## src/design/bmcc_pkg.sv

```systemverilog
// Shared constants, types and timing for the bridge mode and configuration control block.
package bmcc_pkg;

    // ==========================================================================
    // Clock and timing
    // ==========================================================================
    localparam int unsigned CLK_HZ          = 100_000_000; // Core clock rate in hertz.
    localparam int unsigned SAMPLE_RATE_HZ  = 50;          // Enable-pin samples per second.
    localparam int unsigned VBUS_POLL_MS    = 20;          // Supply-present poll period in ms.
    localparam int unsigned RESET_HOLD_MS   = 10;          // Least hold time of the chip reset in ms.
    localparam int unsigned SAMPLE_CYCLES   = CLK_HZ / SAMPLE_RATE_HZ;       // Cycles per enable sample.
    localparam int unsigned VBUS_CYCLES     = CLK_HZ / 1000 * VBUS_POLL_MS;  // Cycles per supply poll.
    localparam int unsigned RESET_CYCLES    = CLK_HZ / 1000 * RESET_HOLD_MS; // Cycles of reset hold.

    // ==========================================================================
    // EEPROM layout
    // ==========================================================================
    localparam logic [7:0] EE_SIG_ADDR0     = 8'h00; // First signature byte.
    localparam logic [7:0] EE_SIG_ADDR1     = 8'h01; // Second signature byte.
    localparam logic [7:0] EE_DESIG_ADDR    = 8'h04; // Vendor command designator location.
    localparam logic [7:0] EE_SIG_VALUE     = 8'h4D; // Value each signature byte must hold.
    localparam logic [7:0] DESIG_DEFAULT    = 8'h24; // Designator used when no EEPROM answers.

    // ==========================================================================
    // Command wrapper layout (byte indices within the 31-byte wrapper)
    // ==========================================================================
    localparam logic [4:0] CBW_LEN_B0       = 5'h08; // Transfer length, least significant byte.
    localparam logic [4:0] CBW_LEN_B3       = 5'h0B; // Transfer length, most significant byte.
    localparam logic [4:0] CBW_FLAGS        = 5'h0C; // Flags byte.
    localparam int unsigned CBW_DIR_BIT     = 7;     // Direction bit within the flags byte.
    localparam logic [4:0] CBW_CB0          = 5'h0F; // First command block byte.
    localparam logic [4:0] CBW_LAST         = 5'h1E; // Last wrapper byte.

    // ==========================================================================
    // Command block values
    // ==========================================================================
    localparam logic [7:0] SUB_CONFIG       = 8'h26; // Subcommand of EEPROM access.
    localparam logic [7:0] SUB_BOARD_TEST   = 8'h27; // Subcommand of board test.
    localparam logic [7:0] SRC_EEPROM       = 8'h02; // Memory source code for the EEPROM.
    localparam logic [7:0] BYTE_ZERO        = 8'h00; // Required value of zero fields.
    localparam logic [31:0] CFG_MAX_LEN     = 32'h0000_00FF; // Largest configuration transfer.

    // Decoded vendor command handed to the command engine.
    typedef struct packed {
        logic       is_cfg;  // EEPROM access command.
        logic       is_test; // Board test command.
        logic       fail;    // Command is rejected; report failure in status.
        logic       dir_in;  // Data flows to the host.
        logic [7:0] len;     // Transfer length, low byte.
    } bmcc_cmd_t;

    // Power-up EEPROM walk.
    typedef enum logic [1:0] {
        BOOT_REQ,
        BOOT_WAIT,
        BOOT_DONE
    } bmcc_boot_t;

endpackage

```

## src/design/bmcc_tick.sv

```systemverilog
// Free-running divider that emits a one-cycle enable pulse every CYCLES clocks.
`timescale 1ns/1ps
module bmcc_tick #(
    parameter int unsigned CYCLES = 2_000_000 // Period of the pulse in clock cycles.
) (
    input  wire logic i_clk,   // Core clock.
    input  wire logic i_rst_n, // Synchronised reset, active low.
    output logic      o_tick   // One-cycle pulse at the end of each period.
);
    logic [31:0] count; // Cycles elapsed in the current period.

    // ==========================================================================
    // Divider
    // ==========================================================================
    // The counter wraps at the period end; the pulse is registered to stay glitch free.
    always_ff @(posedge i_clk or negedge i_rst_n) begin
        if (!i_rst_n) begin
            count  <= 32'h0000_0000;
            o_tick <= 1'b0;
        end else if (count == 32'(CYCLES - 1)) begin
            count  <= 32'h0000_0000;
            o_tick <= 1'b1;
        end else begin
            count  <= count + 32'h0000_0001;
            o_tick <= 1'b0;
        end
    end
endmodule

```

## src/design/bmcc_top.sv

```systemverilog
// Power-up mode selection, vendor command decode and bus-enable power control.
`timescale 1ns/1ps
module bmcc_top
    import bmcc_pkg::*;
#(
    parameter int unsigned SAMPLE_PERIOD = SAMPLE_CYCLES, // Cycles between enable samples and supply polls.
    parameter logic [7:0]  DESIG_NO_EE   = DESIG_DEFAULT  // Designator without EEPROM; value is arbitrary.
) (
    input  wire logic       i_clk,             // Core clock, 100 MHz.
    input  wire logic       i_rst_n,           // Chip reset, active low, asynchronous.
    input  wire logic       i_ata_bus_enable,  // ATA bus enable pin.
    input  wire logic       i_vbus_present,    // Bus supply present pin.
    input  wire logic       i_suspend,         // USB core reports bus suspend.
    output logic            o_ee_rd_req,       // One-cycle EEPROM read request.
    output logic [7:0]      o_ee_rd_addr,      // EEPROM byte address of the request.
    input  wire logic       i_ee_done,         // One-cycle answer to a read.
    input  wire logic       i_ee_ack,          // EEPROM answered with the pulse above.
    input  wire logic [7:0] i_ee_data,         // Byte read, valid with the answer.
    input  wire logic       i_cbw_valid,       // Wrapper byte valid.
    input  wire logic       i_cbw_sof,         // Marks wrapper byte 0.
    input  wire logic [7:0] i_cbw_data,        // Wrapper byte.
    output logic            o_cmd_valid,       // One-cycle pulse: decoded vendor command.
    output bmcc_cmd_t       o_cmd,             // Decoded vendor command.
    output logic            o_boot_done,       // Power-up EEPROM walk finished.
    output logic            o_test_mode,       // Board manufacturing test mode.
    output logic            o_usb_connect,     // D+ pull-up attached.
    output logic            o_hs_enable,       // High-speed chirp permitted.
    output logic            o_ls_enable,       // Low-speed signalling permitted.
    output logic            o_ata_drive_en,    // ATA pin output enable.
    output logic            o_ata_run,         // ATA engine may run.
    output logic            o_low_power,       // Low-power state.
    output logic            o_wake             // One-cycle wake out of suspend.
);

    // ==========================================================================
    // Reset synchroniser
    // ==========================================================================
    logic rst_meta; // First stage, read only by the second.
    logic rst_n;    // Released copy used by all logic.

    // The whole chip is reset at once, whatever hold time the pin is given.
    // Assertion is immediate, release takes two edges so no flop leaves reset metastable.
    always_ff @(posedge i_clk or negedge i_rst_n) begin
        if (!i_rst_n) begin
            rst_meta <= 1'b0;
            rst_n    <= 1'b0;
        end else begin
            rst_meta <= 1'b1;
            rst_n    <= rst_meta;
        end
    end

    // ==========================================================================
    // Sampling timebase
    // ==========================================================================
    logic tick;       // End of a sampling period.
    logic first;      // High for the first cycle after reset release.
    logic sample_now; // Inputs are sampled in this cycle.

    // One divider serves both polls, since both run at a 20 ms period.
    bmcc_tick #(
        .CYCLES (SAMPLE_PERIOD)
    ) u_tick (
        .i_clk   (i_clk),
        .i_rst_n (rst_n),
        .o_tick  (tick)
    );

    // The start-up poll happens at once instead of waiting a full period.
    always_ff @(posedge i_clk or negedge rst_n) begin
        if (!rst_n) begin
            first <= 1'b1;
        end else begin
            first <= 1'b0;
        end
    end

    assign sample_now = tick | first;

    // ==========================================================================
    // Power-up EEPROM walk
    // ==========================================================================
    bmcc_boot_t boot_state; // Walk state.
    logic       sig_ok;     // Signature bytes seen so far are all valid.
    logic [7:0] designator; // Vendor command designator in use.
    logic       restart;    // Return to the post-reset state.

    // Reads bytes 0, 1 and 4; a missing EEPROM ends the walk at the first silent answer.
    always_ff @(posedge i_clk or negedge rst_n) begin
        if (!rst_n) begin
            boot_state   <= BOOT_REQ;
            o_ee_rd_addr <= EE_SIG_ADDR0;
            sig_ok       <= 1'b1;
            designator   <= DESIG_DEFAULT;
            o_test_mode  <= 1'b0;
        end else if (restart) begin
            boot_state   <= BOOT_REQ;
            o_ee_rd_addr <= EE_SIG_ADDR0;
            sig_ok       <= 1'b1;
        end else begin
            unique case (boot_state)
                BOOT_REQ: begin
                    boot_state <= BOOT_WAIT;
                end
                BOOT_WAIT: begin
                    if (i_ee_done && !i_ee_ack) begin
                        // Nothing answered: no EEPROM fitted.
                        designator  <= DESIG_NO_EE;
                        o_test_mode <= 1'b1;
                        boot_state  <= BOOT_DONE;
                    end else if (i_ee_done && o_ee_rd_addr == EE_DESIG_ADDR) begin
                        designator  <= i_ee_data;
                        o_test_mode <= !sig_ok;
                        boot_state  <= BOOT_DONE;
                    end else if (i_ee_done) begin
                        // Keep walking on a bad byte so test mode still knows its designator.
                        sig_ok       <= sig_ok && (i_ee_data == EE_SIG_VALUE);
                        o_ee_rd_addr <= (o_ee_rd_addr == EE_SIG_ADDR0) ? EE_SIG_ADDR1 : EE_DESIG_ADDR;
                        boot_state   <= BOOT_REQ;
                    end
                end
                // Only a reset or a restart leaves the done state.
                BOOT_DONE: begin
                    boot_state <= BOOT_DONE;
                end
            endcase
        end
    end

    // The request stays low while the internal reset is held, so the EEPROM sees no stray read.
    assign o_ee_rd_req = rst_n && (boot_state == BOOT_REQ);
    assign o_boot_done = (boot_state == BOOT_DONE);

    // ==========================================================================
    // Bus enable and supply polling
    // ==========================================================================
    logic ata_s;    // Last sampled bus enable.
    logic vbus_s;   // Last sampled supply present.
    logic ata_rise; // Enable rose between two samples.
    logic ata_fall; // Enable fell between two samples.
    logic lp_ata;   // Low power held by a disabled bus.
    logic ata_drv;  // ATA pins are driven.

    // Edges are judged only against the previous sample, never against the raw pin.
    assign ata_rise = sample_now && i_ata_bus_enable && !ata_s;
    assign ata_fall = sample_now && !i_ata_bus_enable && ata_s;

    // A pulse narrower than a period can be missed; the pin is meant to change rarely.
    always_ff @(posedge i_clk or negedge rst_n) begin
        if (!rst_n) begin
            ata_s  <= 1'b1;
            vbus_s <= 1'b0;
        end else if (sample_now) begin
            ata_s  <= i_ata_bus_enable;
            vbus_s <= i_vbus_present;
        end
    end

    // Test mode ignores the enable pin, so edges there change nothing.
    assign restart = ata_rise && lp_ata && !i_suspend && !o_test_mode;

    // Low power caused by the enable pin, kept apart from bus suspend.
    always_ff @(posedge i_clk or negedge rst_n) begin
        if (!rst_n) begin
            lp_ata <= 1'b0;
        end else if (ata_fall && !i_suspend && !o_test_mode) begin
            lp_ata <= 1'b1;
        end else if (restart) begin
            lp_ata <= 1'b0;
        end
    end

    // Pin drive follows the sampled enable, also while suspended.
    always_ff @(posedge i_clk or negedge rst_n) begin
        if (!rst_n) begin
            ata_drv <= 1'b0;
        end else if (sample_now) begin
            ata_drv <= i_ata_bus_enable;
        end
    end

    // A one-cycle wake lets the suspended core update the pin drive, then it sleeps again.
    always_ff @(posedge i_clk or negedge rst_n) begin
        if (!rst_n) begin
            o_wake <= 1'b0;
        end else begin
            o_wake <= i_suspend && (ata_rise || ata_fall) && !o_test_mode;
        end
    end

    // Pin and pull-up enables come from registered samples and the walk state, so they move only after a sample or when the walk ends.
    assign o_ata_drive_en = ata_drv && !o_test_mode && o_boot_done;
    assign o_ata_run      = o_ata_drive_en && !lp_ata;
    assign o_low_power    = lp_ata || (i_suspend && !o_wake);
    assign o_usb_connect  = vbus_s && o_boot_done && !lp_ata && (ata_s || o_test_mode);
    assign o_hs_enable    = 1'b1;
    assign o_ls_enable    = 1'b0;

    // ==========================================================================
    // Command wrapper decode
    // ==========================================================================
    logic [4:0]  idx;      // Index of the next wrapper byte.
    logic [31:0] xfer_len; // Transfer length field.
    logic        dir_in;   // Direction flag.
    logic [7:0]  cb [6];   // Command block bytes 0 to 5.
    logic        cfg_ok;   // EEPROM access fields hold their required values.
    logic        is_cfg;   // Byte 1 selects EEPROM access.
    logic        is_test;  // Byte 1 selects board test.
    logic [4:0]  cb_pos;   // Offset of the byte within the command block.

    // Only the first six command block bytes carry checked fields; the reserved tail is ignored.
    assign cb_pos = idx - CBW_CB0;

    // Bytes are taken whenever valid; the start marker resynchronises the index.
    always_ff @(posedge i_clk or negedge rst_n) begin
        if (!rst_n) begin
            idx      <= 5'h00;
            xfer_len <= 32'h0000_0000;
            dir_in   <= 1'b0;
            cb       <= '{default: 8'h00};
        end else if (i_cbw_valid) begin
            if (i_cbw_sof || idx == CBW_LAST) begin
                idx <= i_cbw_sof ? 5'h01 : 5'h00;
            end else begin
                idx <= idx + 5'h01;
            end
            if (!i_cbw_sof && idx >= CBW_LEN_B0 && idx <= CBW_LEN_B3) begin
                xfer_len[8*(idx-CBW_LEN_B0) +: 8] <= i_cbw_data;
            end
            if (!i_cbw_sof && idx == CBW_FLAGS) begin
                dir_in <= i_cbw_data[CBW_DIR_BIT];
            end
            if (!i_cbw_sof && idx >= CBW_CB0 && cb_pos < 5'h06) begin
                cb[cb_pos[2:0]] <= i_cbw_data;
            end
        end
    end

    // Field checks work on stored bytes and are settled long before byte 30 closes the wrapper.
    assign is_cfg  = (cb[1] == SUB_CONFIG);
    assign is_test = (cb[1] == SUB_BOARD_TEST);
    assign cfg_ok  = (cb[2] == BYTE_ZERO) && (cb[3] == SRC_EEPROM)
                  && (cb[4] == BYTE_ZERO) && (cb[5] == BYTE_ZERO)
                  && (xfer_len <= CFG_MAX_LEN);

    // A finished wrapper addressed by the designator yields one decoded command in test mode.
    // The command fields hold until the next accepted wrapper, so a slow reader still finds them.
    always_ff @(posedge i_clk or negedge rst_n) begin
        if (!rst_n) begin
            o_cmd_valid <= 1'b0;
            o_cmd       <= '0;
        end else begin
            o_cmd_valid <= 1'b0;
            if (i_cbw_valid && !i_cbw_sof && idx == CBW_LAST && o_test_mode && cb[0] == designator) begin
                o_cmd_valid  <= 1'b1;
                o_cmd.is_cfg <= is_cfg;
                o_cmd.is_test <= is_test;
                o_cmd.fail   <= !(is_test || (is_cfg && cfg_ok));
                o_cmd.dir_in <= dir_in;
                o_cmd.len    <= xfer_len[7:0];
            end
        end
    end

    // ==========================================================================
    // Checks
    // ==========================================================================
    logic [31:0] gap;  // Cycles since the last tick.
    logic        seen; // A tick has occurred since reset.

    // The helper logic below feeds the assertions only and carries no function.
    // Helper counter measuring the spacing of samples.
    always_ff @(posedge i_clk or negedge rst_n) begin
        if (!rst_n) begin
            gap  <= 32'h0000_0000;
            seen <= 1'b0;
        end else begin
            gap  <= tick ? 32'h0000_0000 : gap + 32'h0000_0001;
            seen <= seen || tick;
        end
    end
endmodule
```

## config.mk

```make
export PLATFORM = sky130hd
export DESIGN_NAME = bmcc_top
export DESIGN_NICKNAME = d
export VERILOG_FILES = /design/src/design/bmcc_pkg.sv /design/src/design/bmcc_tick.sv /design/src/design/bmcc_top.sv
export SDC_FILE = /design/constraint.sdc
export NUM_CORES = 1
export LEC_CHECK = 0
export BUFFER_PORTS_ARGS = -buffer_cell sky130_fd_sc_hd__buf_2
export CAP_MARGIN = 20
export CORE_MARGIN = 10
export CORE_UTILIZATION = 45
export DETAILED_ROUTE_END_ITERATION = 10
export MAX_ROUTING_LAYER = met4
export PLACE_DENSITY_LB_ADDON = 0.25
export SLEW_MARGIN = 20
export SYNTH_ARGS = -nofsm -noshare
export SYNTH_HDL_FRONTEND = slang
export SYNTH_SLANG_ARGS = --single-unit
```

## constraint.sdc

```tcl
create_clock -name i_clk -period 16.3 [get_ports i_clk]
set_clock_uncertainty 0.15 [all_clocks]
set_input_delay 4.89 -clock i_clk [delete_from_list [all_inputs] [get_ports i_clk]]
set_output_delay 4.89 -clock i_clk [all_outputs]
set_load 0.05 [all_outputs]
```

==> insert_results.sql <==
INSERT INTO impl_metrics (metric_group, metric, value, unit) VALUES
('outcome', 'status', 'finished, final reports clean', ''),
('synth', 'synth-async-reset-ratio', '100', '%'),
('timing', 'fin_crit', '10420', 'ps'),
('finish', 'cell_area_after_layout', '0.00822', 'sq mm'),
('routing', 'first_iter_violations', '213', ''),
('critical_path', 'cp_data_required_time', '11260', 'ps'),
('global_routing', 'globalRoute.totalOverflow', '0', ''),
('timing', 'relSlewSlack', '36.5', '%'),
('timing', 'final-setup-viol-count', '0', ''),
('finish', 'count_of_filler_cells_inserted_in_the_layout', '1365', ''),
('timing', 'hold_slack', '129', 'ps'),
('routing', 'routed_wire_length_per_instance', '16.6', 'microns'),
('critical_path', 'cp_slowest_cell', 'sky130_fd_sc_hd__buf_2', ''),
('routing', 'detail_routed_via_count_per_cell', '5.22', ''),
('die', 'initial_util', '45.6', '%'),
('finish', 'post_route_cells_drive_above_1_share', '26.1', '%'),
('power_and_ir_drop', 'static-leakage-power', '4.03', 'nW'),
('critical_path', 'timing.critical_path.cells', 'buf_2 > a21o_1 > buf_2', ''),
('timing', 'finalHoldViolations', '0', ''),
('finish', 'area_growth_syn_to_layout', '14.8', '%'),
('clock_network', 'htreeDepth', '4', ''),
('timing', 'final-max-slew-violation-count', '0', ''),
('clock_network', 'tritoncts_clock_tree', 'yes', ''),
('routing', 'drtPass1Iterations', '4', ''),
('die', 'chipHeight', '146', 'microns'),
('timing', 'setup_repair_after_global_routing_missed_its_margin', 'false', ''),
('global_routing', 'grt_first_pass_wirelength', '25600', 'microns'),
('placed_design', 'dp.final_hpwl', '10300', 'microns'),
('power_and_ir_drop', 'power_density', '119', 'mW/mm^2'),
('synth', 'synth-edff-count', '0', ''),
('finish', 'layout.nets', '708', ''),
('clock_network', 'clk_path_buf_depth', '2', ''),
('critical_path', 'worstSetupEndpointType', 'primary output', ''),
('critical_path', 'cp_slowest_stage_delay', '250', 'ps'),
('hold_path', 'path_category_of_the_worst_min_delay_check', 'reg -> async', ''),
('clock_network', 'cts-root-buf', 'sky130_fd_sc_hd__clkbuf_16', ''),
('placed_design', 'gp_congestion', '0.807', ''),
('routing', 'detail_route.wirelength', '14900', 'microns'),
('finish', 'final_cell_mix', '148 x sky130_fd_sc_hd__dfrtp_1, 84 x sky130_fd_sc_hd__mux2_2, 62 x sky130_fd_sc_hd__nand2_1, 47 x sky130_fd_sc_hd__buf_2, 28 x sky130_fd_sc_hd__nor2_1', ''),
('routing', 'drc', '0', ''),
('global_routing', 'maximum_number_of_pins_on_one_net_before_global_route_repair', '78', ''),
('finish', 'antenna_cells', '0', ''),
('global_routing', 'initial_antenna_violation_count', '0', ''),
('synth', 'synthesis.area', '0.00716', 'sq mm'),
('finish', 'finish.utilization', '52.3', '%'),
('clock_network', 'cts.sinks', '154', ''),
('die', 'die_outline_area', '0.0214', 'sq mm'),
('clock_network', 'post_cts_resized', '0', ''),
('die', 'num_io_pins', '56', ''),
('synth', 'number_of_flip_flops_and_latches_in_the_synthesized_netlist', '154', ''),
('timing', 'setup-tns-final', '0', 'ps'),
('clock_network', 'clock_insertion_delay_worst_skew', '420', 'ps'),
('power_and_ir_drop', 'peakVddDrop', '75.3', 'uV'),
('critical_path', 'setup.worst_path.start_class', 'primary input', ''),
('routing', 'route.antenna.remaining_nets', '0', ''),
('critical_path', 'crit_arrival', '5380', 'ps'),
('clock_network', 'post_cts_setup_inserts', '0', ''),
('synth', 'synth_seq_area_share', '53.9', '%'),
('timing', 'maxClockFrequency', '95.9', 'MHz'),
('routing', 'route.vias.total', '4670', ''),
('critical_path', 'cp_common_cell', 'sky130_fd_sc_hd__buf_2', ''),
('timing', 'timing_worst_slew_pin_value', '952', 'ps'),
('critical_path', 'crit_path_max_fanout', '6', ''),
('timing', 'layout_worst_path_cycle_share', '63.9', '%'),
('die', 'core-area', '0.0157', 'sq mm'),
('die', 'fp-row-count', '46', ''),
('placed_design', 'placed_cell_area', '0.00757', 'sq mm'),
('synth', 'warning_count_from_the_yosys_run', '0', ''),
('clock_network', 'cts_hold_repair.buffers', '0', ''),
('critical_path', 'worst-setup-path-type', 'in -> out', ''),
('job', 'max_cap_viol_count', '0', ''),
('synth', 'synth.avg_cell_area', '11.6', 'sq um'),
('synth', 'synth-main-ff-cell', 'sky130_fd_sc_hd__dfrtp_1', ''),
('placed_design', 'port_buffers', '47', ''),
('clock_network', 'clkTransAtPathRegs', '60', 'ps'),
('global_routing', 'globalRouteTotalUtil', '14.8', '%'),
('synth', 'netlist-cell-type-count', '50', ''),
('die', 'die_w', '146', 'microns'),
('clock_network', 'cts_inserted_buffers', '17', ''),
('finish', 'layout_commonest_cell', 'sky130_fd_sc_hd__dfrtp_1', ''),
('synth', 'syn-instance-count', '615', ''),
('global_routing', 'first_global_vias', '4960', '');
==> critical path: cells and delay by family <==
| kind | cells | cell delay, ps |
|---|---|---|
| AO/OA/AOI/OAI | 1 | 110 |
| buffers and inverters | 2 | 380 |
==> metal layers <==
layer  routed length, microns  GRT usage (%)  vias to the layer above  share of wire (%)
li1                         -              -                     2240                  -
met1                     7110           19.3                     2337                 48
met2                     7060           22.8                       80                 48
met3                      570           3.96                       13                3.8
met4                      123           3.45                        0               0.83
met5                        0              -                        -                  0
==> area by class of cell <==
type                            count  area [sq um]  area share (%)
Clock inverter                     10           163            1.98
Sequential cell                   154          3860            47.0
Timing Repair Buffer               49           250            3.05
Multi-Input combinational cell    426          3130            38.1
Inverter                           17          63.8           0.776
Tap cell                          216           270            3.29
Clock buffer                       22           474            5.77
==> worst paths after layout <==
| path | start | end | slack (ps) | cells past startpoint |
|---|---|---|---|---|
| min in group i_clk | rst_meta | rst_n | 210 | 0 |
| max in group asynchronous | i_rst_n | rst_n | 11800 | 1 |
| max reg2reg | idx[3] | xfer_len[25] | 12420 | 10 |
| max | i_suspend | o_low_power | 5880 | 3 |
| min | rst_n | u_tick.count[28] | 130 | 0 |
| min reg2reg | rst_n | u_tick.count[28] | 130 | 0 |
==> Yosys cell counts (all sizes together), types with 2 or more instances <==
| library cell | instances | area (sq um) |
|---|---|---|
| nor4b | 5 | 43.8 |
| dfstp | 5 | 131 |
| mux2i | 4 | 40.0 |
| nand2 | 62 | 233 |
| conb | 2 | 7.51 |
| mux2 | 84 | 946 |
| nand2b | 8 | 50.1 |
| nor2 | 29 | 111 |
| a211oi | 3 | 27.5 |
| nor3 | 11 | 65.1 |
| nor4 | 21 | 146 |
| clkbuf | 8 | 30.0 |
| xor2 | 19 | 166 |
| ha | 17 | 213 |
| xnor2 | 26 | 228 |
| o22ai | 2 | 12.5 |
| o211ai | 2 | 15.0 |
| and4 | 4 | 35.0 |
| a21oi | 7 | 35.0 |
| nor4bb | 5 | 50.1 |
| dfrtp | 149 | 3730 |
| nor2b | 13 | 81.3 |
| o21ai | 22 | 110 |
| and2 | 3 | 18.8 |
| nand4 | 14 | 87.6 |
| and3 | 13 | 81.3 |
| nand3b | 3 | 35.0 |
| nand3 | 25 | 125 |
| inv | 17 | 63.8 |
| buf | 18 | 116 |
| and4b | 2 | 20.0 |
| a21o | 2 | 15.0 |
==> state kept, by name (all words and copies together), names as in the netlist, 2 cells and up <==
register,count
o_cmd,12
o_ee_rd_addr,2
idx,5
boot_state,2
xfer_len,32
u_tick.count,32
cb,48
designator,8
==> cells by family after synthesis <==
family                     share of synthesized area, %
and+or+nand+nor                                    16.9
adders and majority gates                          3.25
AOI/OAI and AO/OA                                  3.57
DFF                                                53.9
xor gates and xnor gates                           5.51
buffers and inverters                              2.94
other                                             0.105
muxes                                              13.8
==> through the flow <==
stage          power (mW)  cells  setup slack, ps
2_1_floorplan       0.533    623             6010
3_3_place_gp        0.560    862             5880
3_5_place_dp        0.565    862             5870
4_1_cts             0.990    894             5870
5_1_grt              1.03    894             5830
6_report            0.980    894             5880
==> power by group <==
group	total, mW	internal [mW]	switching, mW
logic	0.125	0.0416	0.0836
clock network	0.423	0.269	0.154
registers	0.432	0.407	0.0248
total	0.980	0.718	0.262
Power figures use the tool's default switching activity.
